[src/common/cal_host_consts.vh]
`ifndef CAL_HOST_CONSTS_VH
`define CAL_HOST_CONSTS_VH

// ---------------------------------------------------------------
// Register offsets (byte addresses, one word each)
// ---------------------------------------------------------------
`define OFS_CTRL          12'h000
`define OFS_CFG           12'h004
`define OFS_CMD           12'h008
`define OFS_STATUS        12'h00C
`define OFS_RESULT        12'h010

// ---------------------------------------------------------------
// Field positions
// ---------------------------------------------------------------
`define CTRL_GO_BIT       0
`define CFG_MODE_LSB      8
`define CFG_RESET         10'h028
`define ST_BUSY_BIT       0
`define ST_DONE_BIT       1
`define ST_NACK_BIT       2
`define ST_REFUSED_BIT    3
`define ST_MODEERR_BIT    4

// ---------------------------------------------------------------
// Wait modes after a command
// ---------------------------------------------------------------
`define WM_READY          2'h0
`define WM_POLL           2'h1
`define WM_TIMED          2'h2

// ---------------------------------------------------------------
// Command encodings and response byte
// ---------------------------------------------------------------
`define CMD_READ_LAST     8'h1F
`define CMD_WRITE_FIRST   8'h40
`define CMD_WRITE_LAST    8'h5F
`define CMD_RESUME_NORMAL 8'h80
`define CMD_ENTER_CAL     8'hA0
`define CMD_GET_REVISION  8'hB0
`define RESP_MODE_CMD     2'h2
`define RESP_BUSY         2'h0

// ---------------------------------------------------------------
// Timing
// ---------------------------------------------------------------
`define CLK_PERIOD_NS     5
`define T_SHORT_NS        100000
`define T_LONG_NS         12000000
`define WAIT_MUL          11
`define WAIT_DIV          10
`define QTR_DEFAULT       500
`define POLL_GAP_DEFAULT  2000

`endif

[src/design/cal_cmd_host.v]
`timescale 1ns/1ps
// Functional notes
// - Enter-calibration only valid in power-on window
// - Commands travel only over I2C
// - Four bytes: address+W, command, 16-bit data
// - Host pads unused data field with zeros; code sends data_r as written for every command
// - 00-1F read word, ~100us, then fetch
// - Host waits 1.1 times typical times
// - Diagnostics checked regardless of response code
// - One command at a time, wait execution
// - End fetch after response for other commands
// - Corrected error word may be rewritten
// - Without ready, poll until not busy
// - Host sends only defined command encodings
`include "cal_host_consts.vh"
module cal_cmd_host #(
    parameter        QTR_CYCLES = `QTR_DEFAULT,
    parameter        SHORT_WAIT = (`T_SHORT_NS * `WAIT_MUL) / (`WAIT_DIV * `CLK_PERIOD_NS),
    parameter        LONG_WAIT  = (`T_LONG_NS * `WAIT_MUL) / (`WAIT_DIV * `CLK_PERIOD_NS),
    parameter        POLL_GAP   = `POLL_GAP_DEFAULT
) (
    input  wire        CLK_I,
    input  wire        RESET_I,
    input  wire        PSEL_I,
    input  wire        PENABLE_I,
    input  wire        PWRITE_I,
    input  wire [11:0] PADDR_I,
    input  wire [31:0] PWDATA_I,
    output wire [31:0] PRDATA_O,
    output wire        PREADY_O,
    output wire        PSLVERR_O,
    input  wire        SCL_I,
    output wire        SCL_O,
    output wire        SCL_OE_O,
    input  wire        SDA_I,
    output wire        SDA_O,
    output wire        SDA_OE_O,
    input  wire        READY_I
);

// ---------------------------------------------------------------
// State codes
// ---------------------------------------------------------------
localparam L_IDLE  = 2'h0;
localparam L_START = 2'h1;
localparam L_BIT   = 2'h2;
localparam L_STOP  = 2'h3;
localparam H_IDLE  = 3'h0;
localparam H_CMD   = 3'h1;
localparam H_WAIT  = 3'h2;
localparam H_FETCH = 3'h3;
localparam H_GAP   = 3'h4;

// ---------------------------------------------------------------
// Command decoding
// ---------------------------------------------------------------
function cmd_valid;
    input [7:0] c;
    begin
        cmd_valid = (c <= `CMD_READ_LAST) ||
                    (c >= `CMD_WRITE_FIRST && c <= `CMD_WRITE_LAST) ||
                    (c == `CMD_RESUME_NORMAL) || (c == `CMD_ENTER_CAL) ||
                    (c == `CMD_GET_REVISION);
    end
endfunction

// Bytes that follow the response byte in a fetch
function [1:0] cmd_extra;
    input [7:0] c;
    begin
        if (c <= `CMD_READ_LAST)
            cmd_extra = 2'h2;
        else if (c == `CMD_GET_REVISION)
            cmd_extra = 2'h1;
        else
            cmd_extra = 2'h0;
    end
endfunction

// ---------------------------------------------------------------
// Synchronisers
// ---------------------------------------------------------------
reg  [1:0]  scl_s_r;
reg  [1:0]  sda_s_r;
reg  [2:0]  rdy_s_r;
wire        scl_in  = scl_s_r[1];
wire        sda_in  = sda_s_r[1];
wire        rdy_rise = rdy_s_r[1] & ~rdy_s_r[2];

always @(posedge CLK_I) begin
    if (RESET_I) begin
        scl_s_r <= 2'h3;
        sda_s_r <= 2'h3;
        rdy_s_r <= 3'h7;
    end else begin
        scl_s_r <= {scl_s_r[0], SCL_I};
        sda_s_r <= {sda_s_r[0], SDA_I};
        rdy_s_r <= {rdy_s_r[1:0], READY_I};
    end
end

// ---------------------------------------------------------------
// Registers and state
// ---------------------------------------------------------------
reg  [1:0]  ln_st_r;
reg  [1:0]  ph_r;
reg  [3:0]  bitn_r;
reg  [1:0]  idx_r;
reg  [8:0]  tx_r;
reg  [8:0]  rx_r;
reg         scl_drv_r;
reg         sda_drv_r;
reg         ln_nack_r;
reg         ln_done_r;
reg         ln_go_r;
reg  [15:0] qcnt_r;
reg  [7:0]  rbuf_r [0:3];
reg  [2:0]  h_st_r;
reg         rd_r;
reg  [1:0]  last_r;
reg  [7:0]  cmd_r;
reg  [15:0] data_r;
reg  [9:0]  cfg_r;
reg  [21:0] wcnt_r;
reg         rdy_seen_r;
reg         done_r;
reg         nack_r;
reg         refused_r;
reg         modeerr_r;
reg  [23:0] result_r;
reg  [31:0] prdata_r;

wire        tick = (qcnt_r == QTR_CYCLES - 1);
wire [1:0]  mode = cfg_r[`CFG_MODE_LSB+1:`CFG_MODE_LSB];
wire [7:0]  resp = rbuf_r[1];

// ---------------------------------------------------------------
// APB slave, zero wait states
// ---------------------------------------------------------------
wire mapped = (PADDR_I == `OFS_CTRL) || (PADDR_I == `OFS_CFG) ||
              (PADDR_I == `OFS_CMD) || (PADDR_I == `OFS_STATUS) ||
              (PADDR_I == `OFS_RESULT);
wire wr_acc = PSEL_I & PENABLE_I & PWRITE_I & mapped;
wire idle   = (h_st_r == H_IDLE);
wire go     = wr_acc & (PADDR_I == `OFS_CTRL) & PWDATA_I[`CTRL_GO_BIT] & idle;
wire [31:0] status = {18'h0, resp[5:2], resp[1:0], 3'h0, modeerr_r,
                      refused_r, nack_r, done_r, ~idle};

assign PREADY_O  = 1'b1;
assign PSLVERR_O = PSEL_I & PENABLE_I & ~mapped;
assign PRDATA_O  = prdata_r;

always @(posedge CLK_I) begin
    if (RESET_I) begin
        prdata_r <= 32'h0;
    end else if (PSEL_I & ~PENABLE_I) begin
        case (PADDR_I)
            `OFS_CFG:    prdata_r <= {22'h0, cfg_r};
            `OFS_CMD:    prdata_r <= {8'h0, data_r, cmd_r};
            `OFS_STATUS: prdata_r <= status;
            `OFS_RESULT: prdata_r <= {8'h0, result_r};
            default:     prdata_r <= 32'h0;
        endcase
    end
end

// Config and command are frozen while a sequence runs
always @(posedge CLK_I) begin
    if (RESET_I) begin
        cfg_r  <= `CFG_RESET;
        cmd_r  <= 8'h0;
        data_r <= 16'h0;
    end else if (wr_acc & idle) begin
        if (PADDR_I == `OFS_CFG)
            cfg_r <= PWDATA_I[9:0];
        if (PADDR_I == `OFS_CMD) begin
            cmd_r  <= PWDATA_I[7:0];
            data_r <= PWDATA_I[23:8];
        end
    end
end

// ---------------------------------------------------------------
// I2C byte engine (open drain, honours clock stretching)
// ---------------------------------------------------------------
reg  [8:0] cur_tx;
always @* begin
    if (idx_r == 2'h0)
        cur_tx = {cfg_r[6:0], rd_r, 1'b1};
    else if (rd_r)
        cur_tx = {8'hFF, idx_r == last_r};
    else if (idx_r == 2'h1)
        cur_tx = {cmd_r, 1'b1};
    else if (idx_r == 2'h2)
        cur_tx = {data_r[15:8], 1'b1};
    else
        cur_tx = {data_r[7:0], 1'b1};
end

assign SCL_O    = 1'b0;
assign SDA_O    = 1'b0;
assign SCL_OE_O = scl_drv_r;
assign SDA_OE_O = sda_drv_r;

always @(posedge CLK_I) begin
    if (RESET_I) begin
        qcnt_r <= 16'h0;
    end else if (ln_st_r == L_IDLE || tick) begin
        qcnt_r <= 16'h0;
    end else begin
        qcnt_r <= qcnt_r + 16'h1;
    end
end

always @(posedge CLK_I) begin
    if (RESET_I) begin
        ln_st_r   <= L_IDLE;
        ph_r      <= 2'h0;
        bitn_r    <= 4'h0;
        idx_r     <= 2'h0;
        tx_r      <= 9'h1FF;
        rx_r      <= 9'h0;
        scl_drv_r <= 1'b0;
        sda_drv_r <= 1'b0;
        ln_nack_r <= 1'b0;
        ln_done_r <= 1'b0;
        rbuf_r[0] <= 8'h0;
        rbuf_r[1] <= 8'h0;
        rbuf_r[2] <= 8'h0;
        rbuf_r[3] <= 8'h0;
    end else begin
        ln_done_r <= 1'b0;
        case (ln_st_r)
            L_IDLE: begin
                if (ln_go_r) begin
                    ln_st_r   <= L_START;
                    ph_r      <= 2'h0;
                    idx_r     <= 2'h0;
                    ln_nack_r <= 1'b0;
                end
            end
            L_START: begin
                if (tick) begin
                    case (ph_r)
                        2'h0: begin
                            scl_drv_r <= 1'b0;
                            sda_drv_r <= 1'b0;
                            ph_r      <= 2'h1;
                        end
                        2'h1: begin
                            if (scl_in) begin
                                sda_drv_r <= 1'b1;
                                ph_r      <= 2'h2;
                            end
                        end
                        default: begin
                            scl_drv_r <= 1'b1;
                            ph_r      <= 2'h0;
                            bitn_r    <= 4'h0;
                            ln_st_r   <= L_BIT;
                        end
                    endcase
                end
            end
            L_BIT: begin
                if (tick) begin
                    case (ph_r)
                        2'h0: begin
                            if (bitn_r == 4'h0) begin
                                sda_drv_r <= ~cur_tx[8];
                                tx_r      <= {cur_tx[7:0], 1'b1};
                            end else begin
                                sda_drv_r <= ~tx_r[8];
                                tx_r      <= {tx_r[7:0], 1'b1};
                            end
                            ph_r <= 2'h1;
                        end
                        2'h1: begin
                            scl_drv_r <= 1'b0;
                            ph_r      <= 2'h2;
                        end
                        2'h2: begin
                            if (scl_in) begin
                                rx_r <= {rx_r[7:0], sda_in};
                                ph_r <= 2'h3;
                            end
                        end
                        default: begin
                            scl_drv_r <= 1'b1;
                            ph_r      <= 2'h0;
                            if (bitn_r == 4'h8) begin
                                bitn_r        <= 4'h0;
                                rbuf_r[idx_r] <= rx_r[8:1];
                                if ((!rd_r || idx_r == 2'h0) && rx_r[0]) begin
                                    ln_nack_r <= 1'b1;
                                    ln_st_r   <= L_STOP;
                                end else if (idx_r == last_r) begin
                                    ln_st_r <= L_STOP;
                                end else begin
                                    idx_r <= idx_r + 2'h1;
                                end
                            end else begin
                                bitn_r <= bitn_r + 4'h1;
                            end
                        end
                    endcase
                end
            end
            default: begin
                if (tick) begin
                    case (ph_r)
                        2'h0: begin
                            scl_drv_r <= 1'b1;
                            sda_drv_r <= 1'b1;
                            ph_r      <= 2'h1;
                        end
                        2'h1: begin
                            scl_drv_r <= 1'b0;
                            if (scl_in)
                                ph_r <= 2'h2;
                        end
                        default: begin
                            sda_drv_r <= 1'b0;
                            ph_r      <= 2'h0;
                            ln_done_r <= 1'b1;
                            ln_st_r   <= L_IDLE;
                        end
                    endcase
                end
            end
        endcase
    end
end

// ---------------------------------------------------------------
// Command sequencer
// ---------------------------------------------------------------
always @(posedge CLK_I) begin
    if (RESET_I) begin
        h_st_r     <= H_IDLE;
        ln_go_r    <= 1'b0;
        rd_r       <= 1'b0;
        last_r     <= 2'h3;
        wcnt_r     <= 22'h0;
        rdy_seen_r <= 1'b0;
        done_r     <= 1'b0;
        nack_r     <= 1'b0;
        refused_r  <= 1'b0;
        modeerr_r  <= 1'b0;
        result_r   <= 24'h0;
    end else begin
        ln_go_r <= 1'b0;
        if (rdy_rise && (h_st_r == H_CMD || h_st_r == H_WAIT))
            rdy_seen_r <= 1'b1;
        case (h_st_r)
            H_IDLE: begin
                if (go) begin
                    done_r    <= 1'b0;
                    nack_r    <= 1'b0;
                    modeerr_r <= 1'b0;
                    if (cmd_valid(cmd_r)) begin
                        refused_r  <= 1'b0;
                        rd_r       <= 1'b0;
                        last_r     <= 2'h3;
                        rdy_seen_r <= 1'b0;
                        ln_go_r    <= 1'b1;
                        h_st_r     <= H_CMD;
                    end else begin
                        refused_r <= 1'b1;
                        done_r    <= 1'b1;
                    end
                end
            end
            H_CMD: begin
                if (ln_done_r) begin
                    if (ln_nack_r) begin
                        nack_r <= 1'b1;
                        done_r <= 1'b1;
                        h_st_r <= H_IDLE;
                    end else if (cmd_r == `CMD_RESUME_NORMAL) begin
                        done_r <= 1'b1;
                        h_st_r <= H_IDLE;
                    end else begin
                        if (cmd_r >= `CMD_WRITE_FIRST && cmd_r <= `CMD_WRITE_LAST)
                            wcnt_r <= LONG_WAIT[21:0];
                        else
                            wcnt_r <= SHORT_WAIT[21:0];
                        h_st_r <= H_WAIT;
                    end
                end
            end
            H_WAIT: begin
                // no new command before the fetch completes
                if (mode == `WM_POLL) begin
                    rd_r    <= 1'b1;
                    last_r  <= 2'h1;
                    ln_go_r <= 1'b1;
                    h_st_r  <= H_FETCH;
                end else if ((mode == `WM_READY) ? rdy_seen_r : (wcnt_r == 22'h0)) begin
                    rd_r    <= 1'b1;
                    last_r  <= 2'h1 + cmd_extra(cmd_r);
                    ln_go_r <= 1'b1;
                    h_st_r  <= H_FETCH;
                end else if (wcnt_r != 22'h0) begin
                    wcnt_r <= wcnt_r - 22'h1;
                end
            end
            H_FETCH: begin
                if (ln_done_r) begin
                    if (ln_nack_r) begin
                        nack_r <= 1'b1;
                        done_r <= 1'b1;
                        h_st_r <= H_IDLE;
                    end else if (resp[1:0] == `RESP_BUSY && mode == `WM_POLL) begin
                        wcnt_r <= POLL_GAP[21:0];
                        h_st_r <= H_GAP;
                    end else if (last_r == 2'h1 && cmd_extra(cmd_r) != 2'h0) begin
                        // Poll fetch saw completion; fetch again with data
                        last_r  <= 2'h1 + cmd_extra(cmd_r);
                        ln_go_r <= 1'b1;
                    end else begin
                        modeerr_r <= (resp[7:6] != `RESP_MODE_CMD);
                        result_r  <= {rbuf_r[2], rbuf_r[3], resp};
                        done_r    <= 1'b1;
                        h_st_r    <= H_IDLE;
                    end
                end
            end
            H_GAP: begin
                if (wcnt_r == 22'h0) begin
                    last_r  <= 2'h1;
                    ln_go_r <= 1'b1;
                    h_st_r  <= H_FETCH;
                end else begin
                    wcnt_r <= wcnt_r - 22'h1;
                end
            end
            default: h_st_r <= H_IDLE;
        endcase
    end
end

endmodule

[config.mk]
export PLATFORM = sky130hd
export DESIGN_NAME = cal_cmd_host
export DESIGN_NICKNAME = d
export VERILOG_FILES = /design/src/design/cal_cmd_host.v
export VERILOG_INCLUDE_DIRS = /design/src /design/src/common
export SDC_FILE = /design/constraint.sdc
export NUM_CORES = 1
export LEC_CHECK = 0
export BUFFER_PORTS_ARGS = -buffer_cell sky130_fd_sc_hd__buf_2
export CAP_MARGIN = 10
export CORE_MARGIN = 2
export CORE_UTILIZATION = 55
export CTS_CLUSTER_SIZE = 10
export DETAILED_ROUTE_END_ITERATION = 10
export PLACE_DENSITY = 0.77
export SYNTH_ARGS = -nofsm -noshare
export SYNTH_HDL_FRONTEND = slang
export SYNTH_SLANG_ARGS = --single-unit
[constraint.sdc]
create_clock -name CLK_I -period 6.2 [get_ports CLK_I]
set_input_delay 0.31 -clock CLK_I [delete_from_list [all_inputs] [get_ports CLK_I]]
set_output_delay 0.31 -clock CLK_I [all_outputs]
set_load 0.05 [all_outputs]
== Word-level counts from Yosys, hierarchy flattened ==
Memory sizes are Yosys's and may differ from the RTL's. A register that Yosys moved wholly into a read port is not among the register bits.
Index checks and enable logic that the tools add are counted.

* Bits in registers: 179
* Latch bits: 0
* Bits in writable memories: 32
* Bits in read-only memories: 0
* Bits of input ports: 52
* Word-level logic and storage cells: 352
* Memories kept: 1

{| class="wikitable"
|+ Memory list
! memory !! depth !! width !! read ports !! clocked after Yosys merged registers in !! write ports !! line !! text
|-
| rbuf_r || 4 || 8 || 3 || 2 || 4 || cal_cmd_host.v:117 || <nowiki>reg [7:0] rbuf_r [0:3];</nowiki>
|}

* Add/sub/neg operators: 6
* $mul: 0
* Divide/modulo/power cells: 0
* Order comparisons: 3
* Equality and inequality tests: 65
* Shift-type cells: 0
* Muxes and demuxes: 162
* Bitwise operators: 21
* Reductions and logical operators: 65

{| class="wikitable"
|+ Operators with widths
! kind !! count
|-
| $mux W22 || 11
|-
| $mux W2 || 48
|-
| $pmux W24 S4 || 1
|-
| $pmux W22 S4 || 1
|-
| $mux W1 || 59
|-
| $ne A2 B2 Y1 const B || 25
|-
| $mux W9 || 5
|-
| $mux W3 || 10
|-
| $eq A12 B4 Y1 const B || 2
|-
| $eq A8 B8 Y1 const B || 3
|-
| $logic_not A22 Y1 || 1
|-
| $reduce_bool A22 Y1 || 1
|-
| $sub A22 B1 Y22 const B || 1
|-
| $reduce_and A7 Y1 || 3
|-
| $mux W4 || 5
|-
| $reduce_and A5 Y1 || 4
|-
| $pmux W1 S2 || 9
|-
| $reduce_and A6 Y1 || 3
|-
| $reduce_and A9 Y1 || 2
|-
| $add A16 B1 Y16 const B || 1
|-
| $eq A16 B9 Y1 const B || 1
|-
| $ne A3 B3 Y1 const B || 5
|-
| $pmux W3 S5 || 1
|-
| $reduce_bool A2 Y1 || 7
|-
| other kinds (46) || 113
|}

== Longest topological paths before layout ==
* Depth in word-level cells: 22
* Mapped depth: 10
* Mapped depth without buffers: 8

== Least setup slack after synthesis ==
OpenSTA, ideal clock, no wires.

* Path kind: flip-flop to flip-flop
* Start: register qcnt_r[0]
* End: memory rbuf_r[1][0], enable pin
* Library setup time: 0.309 ns
* Data arrival time: 2.393 ns
* Slack: 3.498 ns
* Stages on the path, launching flop included: 11
* Period minus slack after synthesis: 2.702 ns
* Cell sequence: dfxtp_1 ha_1 or4b_1 nor3_1 and3_1 buf_2 and4_1 clkbuf_1 and3_1 clkbuf_1 or2_2

{| class="wikitable"
|+ RTL lines
! what !! line !! text
|-
| start, declared || cal_cmd_host.v:116 || <nowiki>reg [15:0] qcnt_r;</nowiki>
|-
| start signal, assigned || cal_cmd_host.v:211 || <nowiki>qcnt_r <= qcnt_r + 16'h1;</nowiki>
|-
| end, declared || cal_cmd_host.v:117 ||
|}

==> results.py <==
metrics = {
    "run_status": {
        "status": "finished clean",
    },
    "critical_path": {
        "cp_max_fo": 32,
        "worstPathArrival_ps": 3450,
        "end_kind": "flip-flop",
        "cp-start-kind": "flip-flop",
        "r2r_cells": 7,
        "regToRegSetupSlack_ps": 3130,
        "worstPathRequired_ps": 6580,
        "worstSetupPathType": "reg -> reg",
    },
    "power": {
        "p_int_mw": 2.34,
        "switchingPower_mw": 1.28,
        "p_clk_frac": 0.323,
        "seqPwrFrac": 0.396,
        "swShare": 0.354,
        "worst_ir_drop_vdd_uv": 212,
        "fin_total_pwr_mw": 3.62,
        "power.share.combinational": 0.281,
        "leakage_nw": 3.72,
        "powerDensity_nw_per_um2": 358,
    },
    "placement": {
        "dp.cells": 1290,
        "place_ws_ps": 3010,
        "place_hpwl_um": 14900,
        "io_buffers": 70,
        "gp_congestion": 0.914,
    },
    "clocking": {
        "clock-sinks": 194,
        "cts_hold_buf": 0,
        "cts_buffers": 17,
        "insertion_delay_ps": 450,
        "cts_htree_levels": 4,
        "path_clk_slew_ps": 70,
        "cts_resized": 0,
        "clockBufferDepth": 2,
        "tritoncts": "done",
        "root_buffer": "clkbuf_16",
        "postCtsSetupBuffers": 0,
    },
    "floorplan": {
        "start_util": 0.556,
        "io_pins": 90,
        "core_area_um2": 16400,
        "fp.dieW_um": 133,
        "die_h_um": 133,
        "row_count": 47,
        "die_area_um2": 17600,
    },
    "drt": {
        "viasPerCell": 5.86,
        "drtAntennaViolNets": 0,
        "finalWirelength_um": 21800,
        "dr.pass1.iters": 5,
        "drc_errors": 0,
        "drtIter0Drc": 755,
        "wire_per_inst_um": 16.5,
        "dr_total_vias": 7747,
    },
    "global_routing": {
        "overflow": 0,
        "antenna_found_initial": 0,
        "grt_pass1_wl_um": 36000,
        "grt_pass1_vias": 7378,
        "grt_max_degree": 80,
        "grt_usage": 0.253,
    },
    "yosys": {
        "netlist_area_um2": 9120,
        "avgSynthCellArea_um2": 8.58,
        "yosysSeqAreaShare": 0.452,
        "synth_largest_area_cell": "dfxtp_1",
        "yosys_register_bits": 194,
        "synth-edff-count": 24,
        "ys_async_sr_fraction": 0,
        "synthTopCellsByArea": "dfxtp_1 (37%), edfxtp_1 (7.9%), mux2i_1 (6.0%)",
        "yosys_most_used_dff": "dfxtp_1",
        "synthDominantCellAreaShare": 0.373,
        "synth_cell_type_count": 63,
        "yosys_warnings": 0,
        "synth_cells": 1063,
    },
    "timing": {
        "finalSetupViolations": 0,
        "rsz0062_at_grt": "no",
        "finalClockSkew_ps": 9.83,
        "max_freq_mhz": 326,
        "holdWs_ps": 44.3,
        "period_needed_ps": 3070,
        "max_slew_margin": 0.217,
        "period_share": 0.495,
        "layout_setup_ws_ps": 3130,
        "hold_viol": 0,
        "finalSetupTns_ps": 0,
        "worstMarginPinSlew_ps": 1160,
        "drv_slew": 0,
    },
    "layout": {
        "areaGrowthSynthToFinish_pct": 10.9,
        "drive_gt1_frac": 0.121,
        "nNetsFinal": 1155,
        "stdcell_count": 1322,
        "antenna_cells": 0,
    },
    "worst_hold_path": {
        "hp-class": "in -> reg",
        "hold-path-cell-count": 2,
    },
    "flow_run": {
        "drv_cap": 0,
    },
}
-- synth_stat cells, types with 6 or more instances --
| library cell | instances |
|---|---|
| a211oi_1 | 10 |
| a21oi_1 | 87 |
| a221oi_1 | 27 |
| a31oi_1 | 6 |
| and2_1 | 28 |
| and3_1 | 14 |
| buf_2 | 6 |
| buf_4 | 11 |
| clkbuf_1 | 57 |
| dfxtp_1 | 170 |
| edfxtp_1 | 24 |
| ha_1 | 14 |
| inv_1 | 30 |
| mux2_2 | 7 |
| mux2i_1 | 55 |
| nand2_1 | 121 |
| nand2b_1 | 12 |
| nand3_1 | 22 |
| nand4_1 | 10 |
| nor2_1 | 119 |
| nor2b_1 | 10 |
| nor3_1 | 25 |
| nor4_1 | 9 |
| o211ai_1 | 7 |
| o21ai_0 | 49 |
| o21bai_1 | 6 |
| or2_2 | 13 |
| or3_1 | 18 |
| or4_1 | 9 |
| xnor2_1 | 12 |
| xor2_1 | 7 |
-- area by class of cell --
type	instances	area, µm²
clock buffers	17	425
clock inverters	15	209
fillers	1368	6290
inverters	30	113
multi-input cells	770	4580
flip-flops and latches	194	4120
well taps	220	275
repair buffers	76	398
-- path summary, 6_finish.rpt --
check / to / startpoint
max: wcnt_r[17] / rbuf_r[1][0]
min: scl_s_r[0] / SCL_I
max reg2reg: wcnt_r[17] / rbuf_r[1][0]
min reg2reg: rdy_s_r[1] / rdy_s_r[0]
-- cells by family after synthesis --
family | count (synthesis) | synth area share
buffers and inverters | 108 | 0.0499
XOR/XNOR | 19 | 0.0182
multiplexers | 62 | 0.0690
other | 2 | 0.000823
AND/OR/NAND/NOR | 431 | 0.230
adder cells (fa/ha/maj) | 14 | 0.0192
flip-flops | 194 | 0.452
AO/OA/AOI/OAI | 233 | 0.161
-- critical path: stages (launching register included) --
cell      delay (ps)
edfxtp_1         540
nor4b_1          550
nand3b_1         160
o221ai_1         370
nand3_1          360
buf_4            340
or4_1            520
a21oi_1          150
-- metal layers --
metal | part of all wire | vias to the layer above | track usage
met2 | 0.46 | 278 | 0.400
met5 | 0 | - | 0
met1 | 0.46 | 3651 | 0.343
li1 | - | 3784 | -
met3 | 0.067 | 34 | 0.0594
met4 | 0.020 | 0 | 0.0872
-- metrics by stage --
step	area, µm²	utilization
global placement	9490	0.578
CTS	10100	0.617
floorplan	9160	-
global route	10100	0.617
detailed placement	9490	0.578
finish	10100	0.617
-- power groups by stage --
stage | Combinational, mW | Clock (mW) | Sequential, mW
after floorplan | 0.800 | 0 | 1.45
after global placement | 0.980 | 0 | 1.46
after detailed placement | 0.995 | 0 | 1.46
after CTS | 1.00 | 1.18 | 1.43
after global routing | 1.14 | 1.23 | 1.45
final | 1.02 | 1.17 | 1.44
-- placed cells by master (no fill, tap or decap), drive strengths merged, types with 7 or more instances in the layout --
cell,n
dfxtp,170
nand2,121
nor2,119
a21oi,87
buf,76
mux2i,55
o21ai,49
inv,38
and2,28
a221oi,27
nor3,26
edfxtp,24
nand3,22
or3,18
clkbuf,17
and3,14
ha,14
or2,13
nand2b,12
xnor2,12
conb,11
nand4,10
nor2b,10
a211oi,10
nor4,9
or4,9
o211ai,7
xor2,7
mux2,7
-- registers in the layout (all words and copies together), names as in the netlist, 3 cells and up --
register and cells:
h_st_r 3, cfg_r 10, rbuf_r 24, tx_r 8, qcnt_r 16, rx_r 9, PRDATA_O 24, cmd_r 8
rdy_s_r 3, data_r 16, bitn_r 4, result_r 24, wcnt_r 22
(Power assumes the default switching activity.)
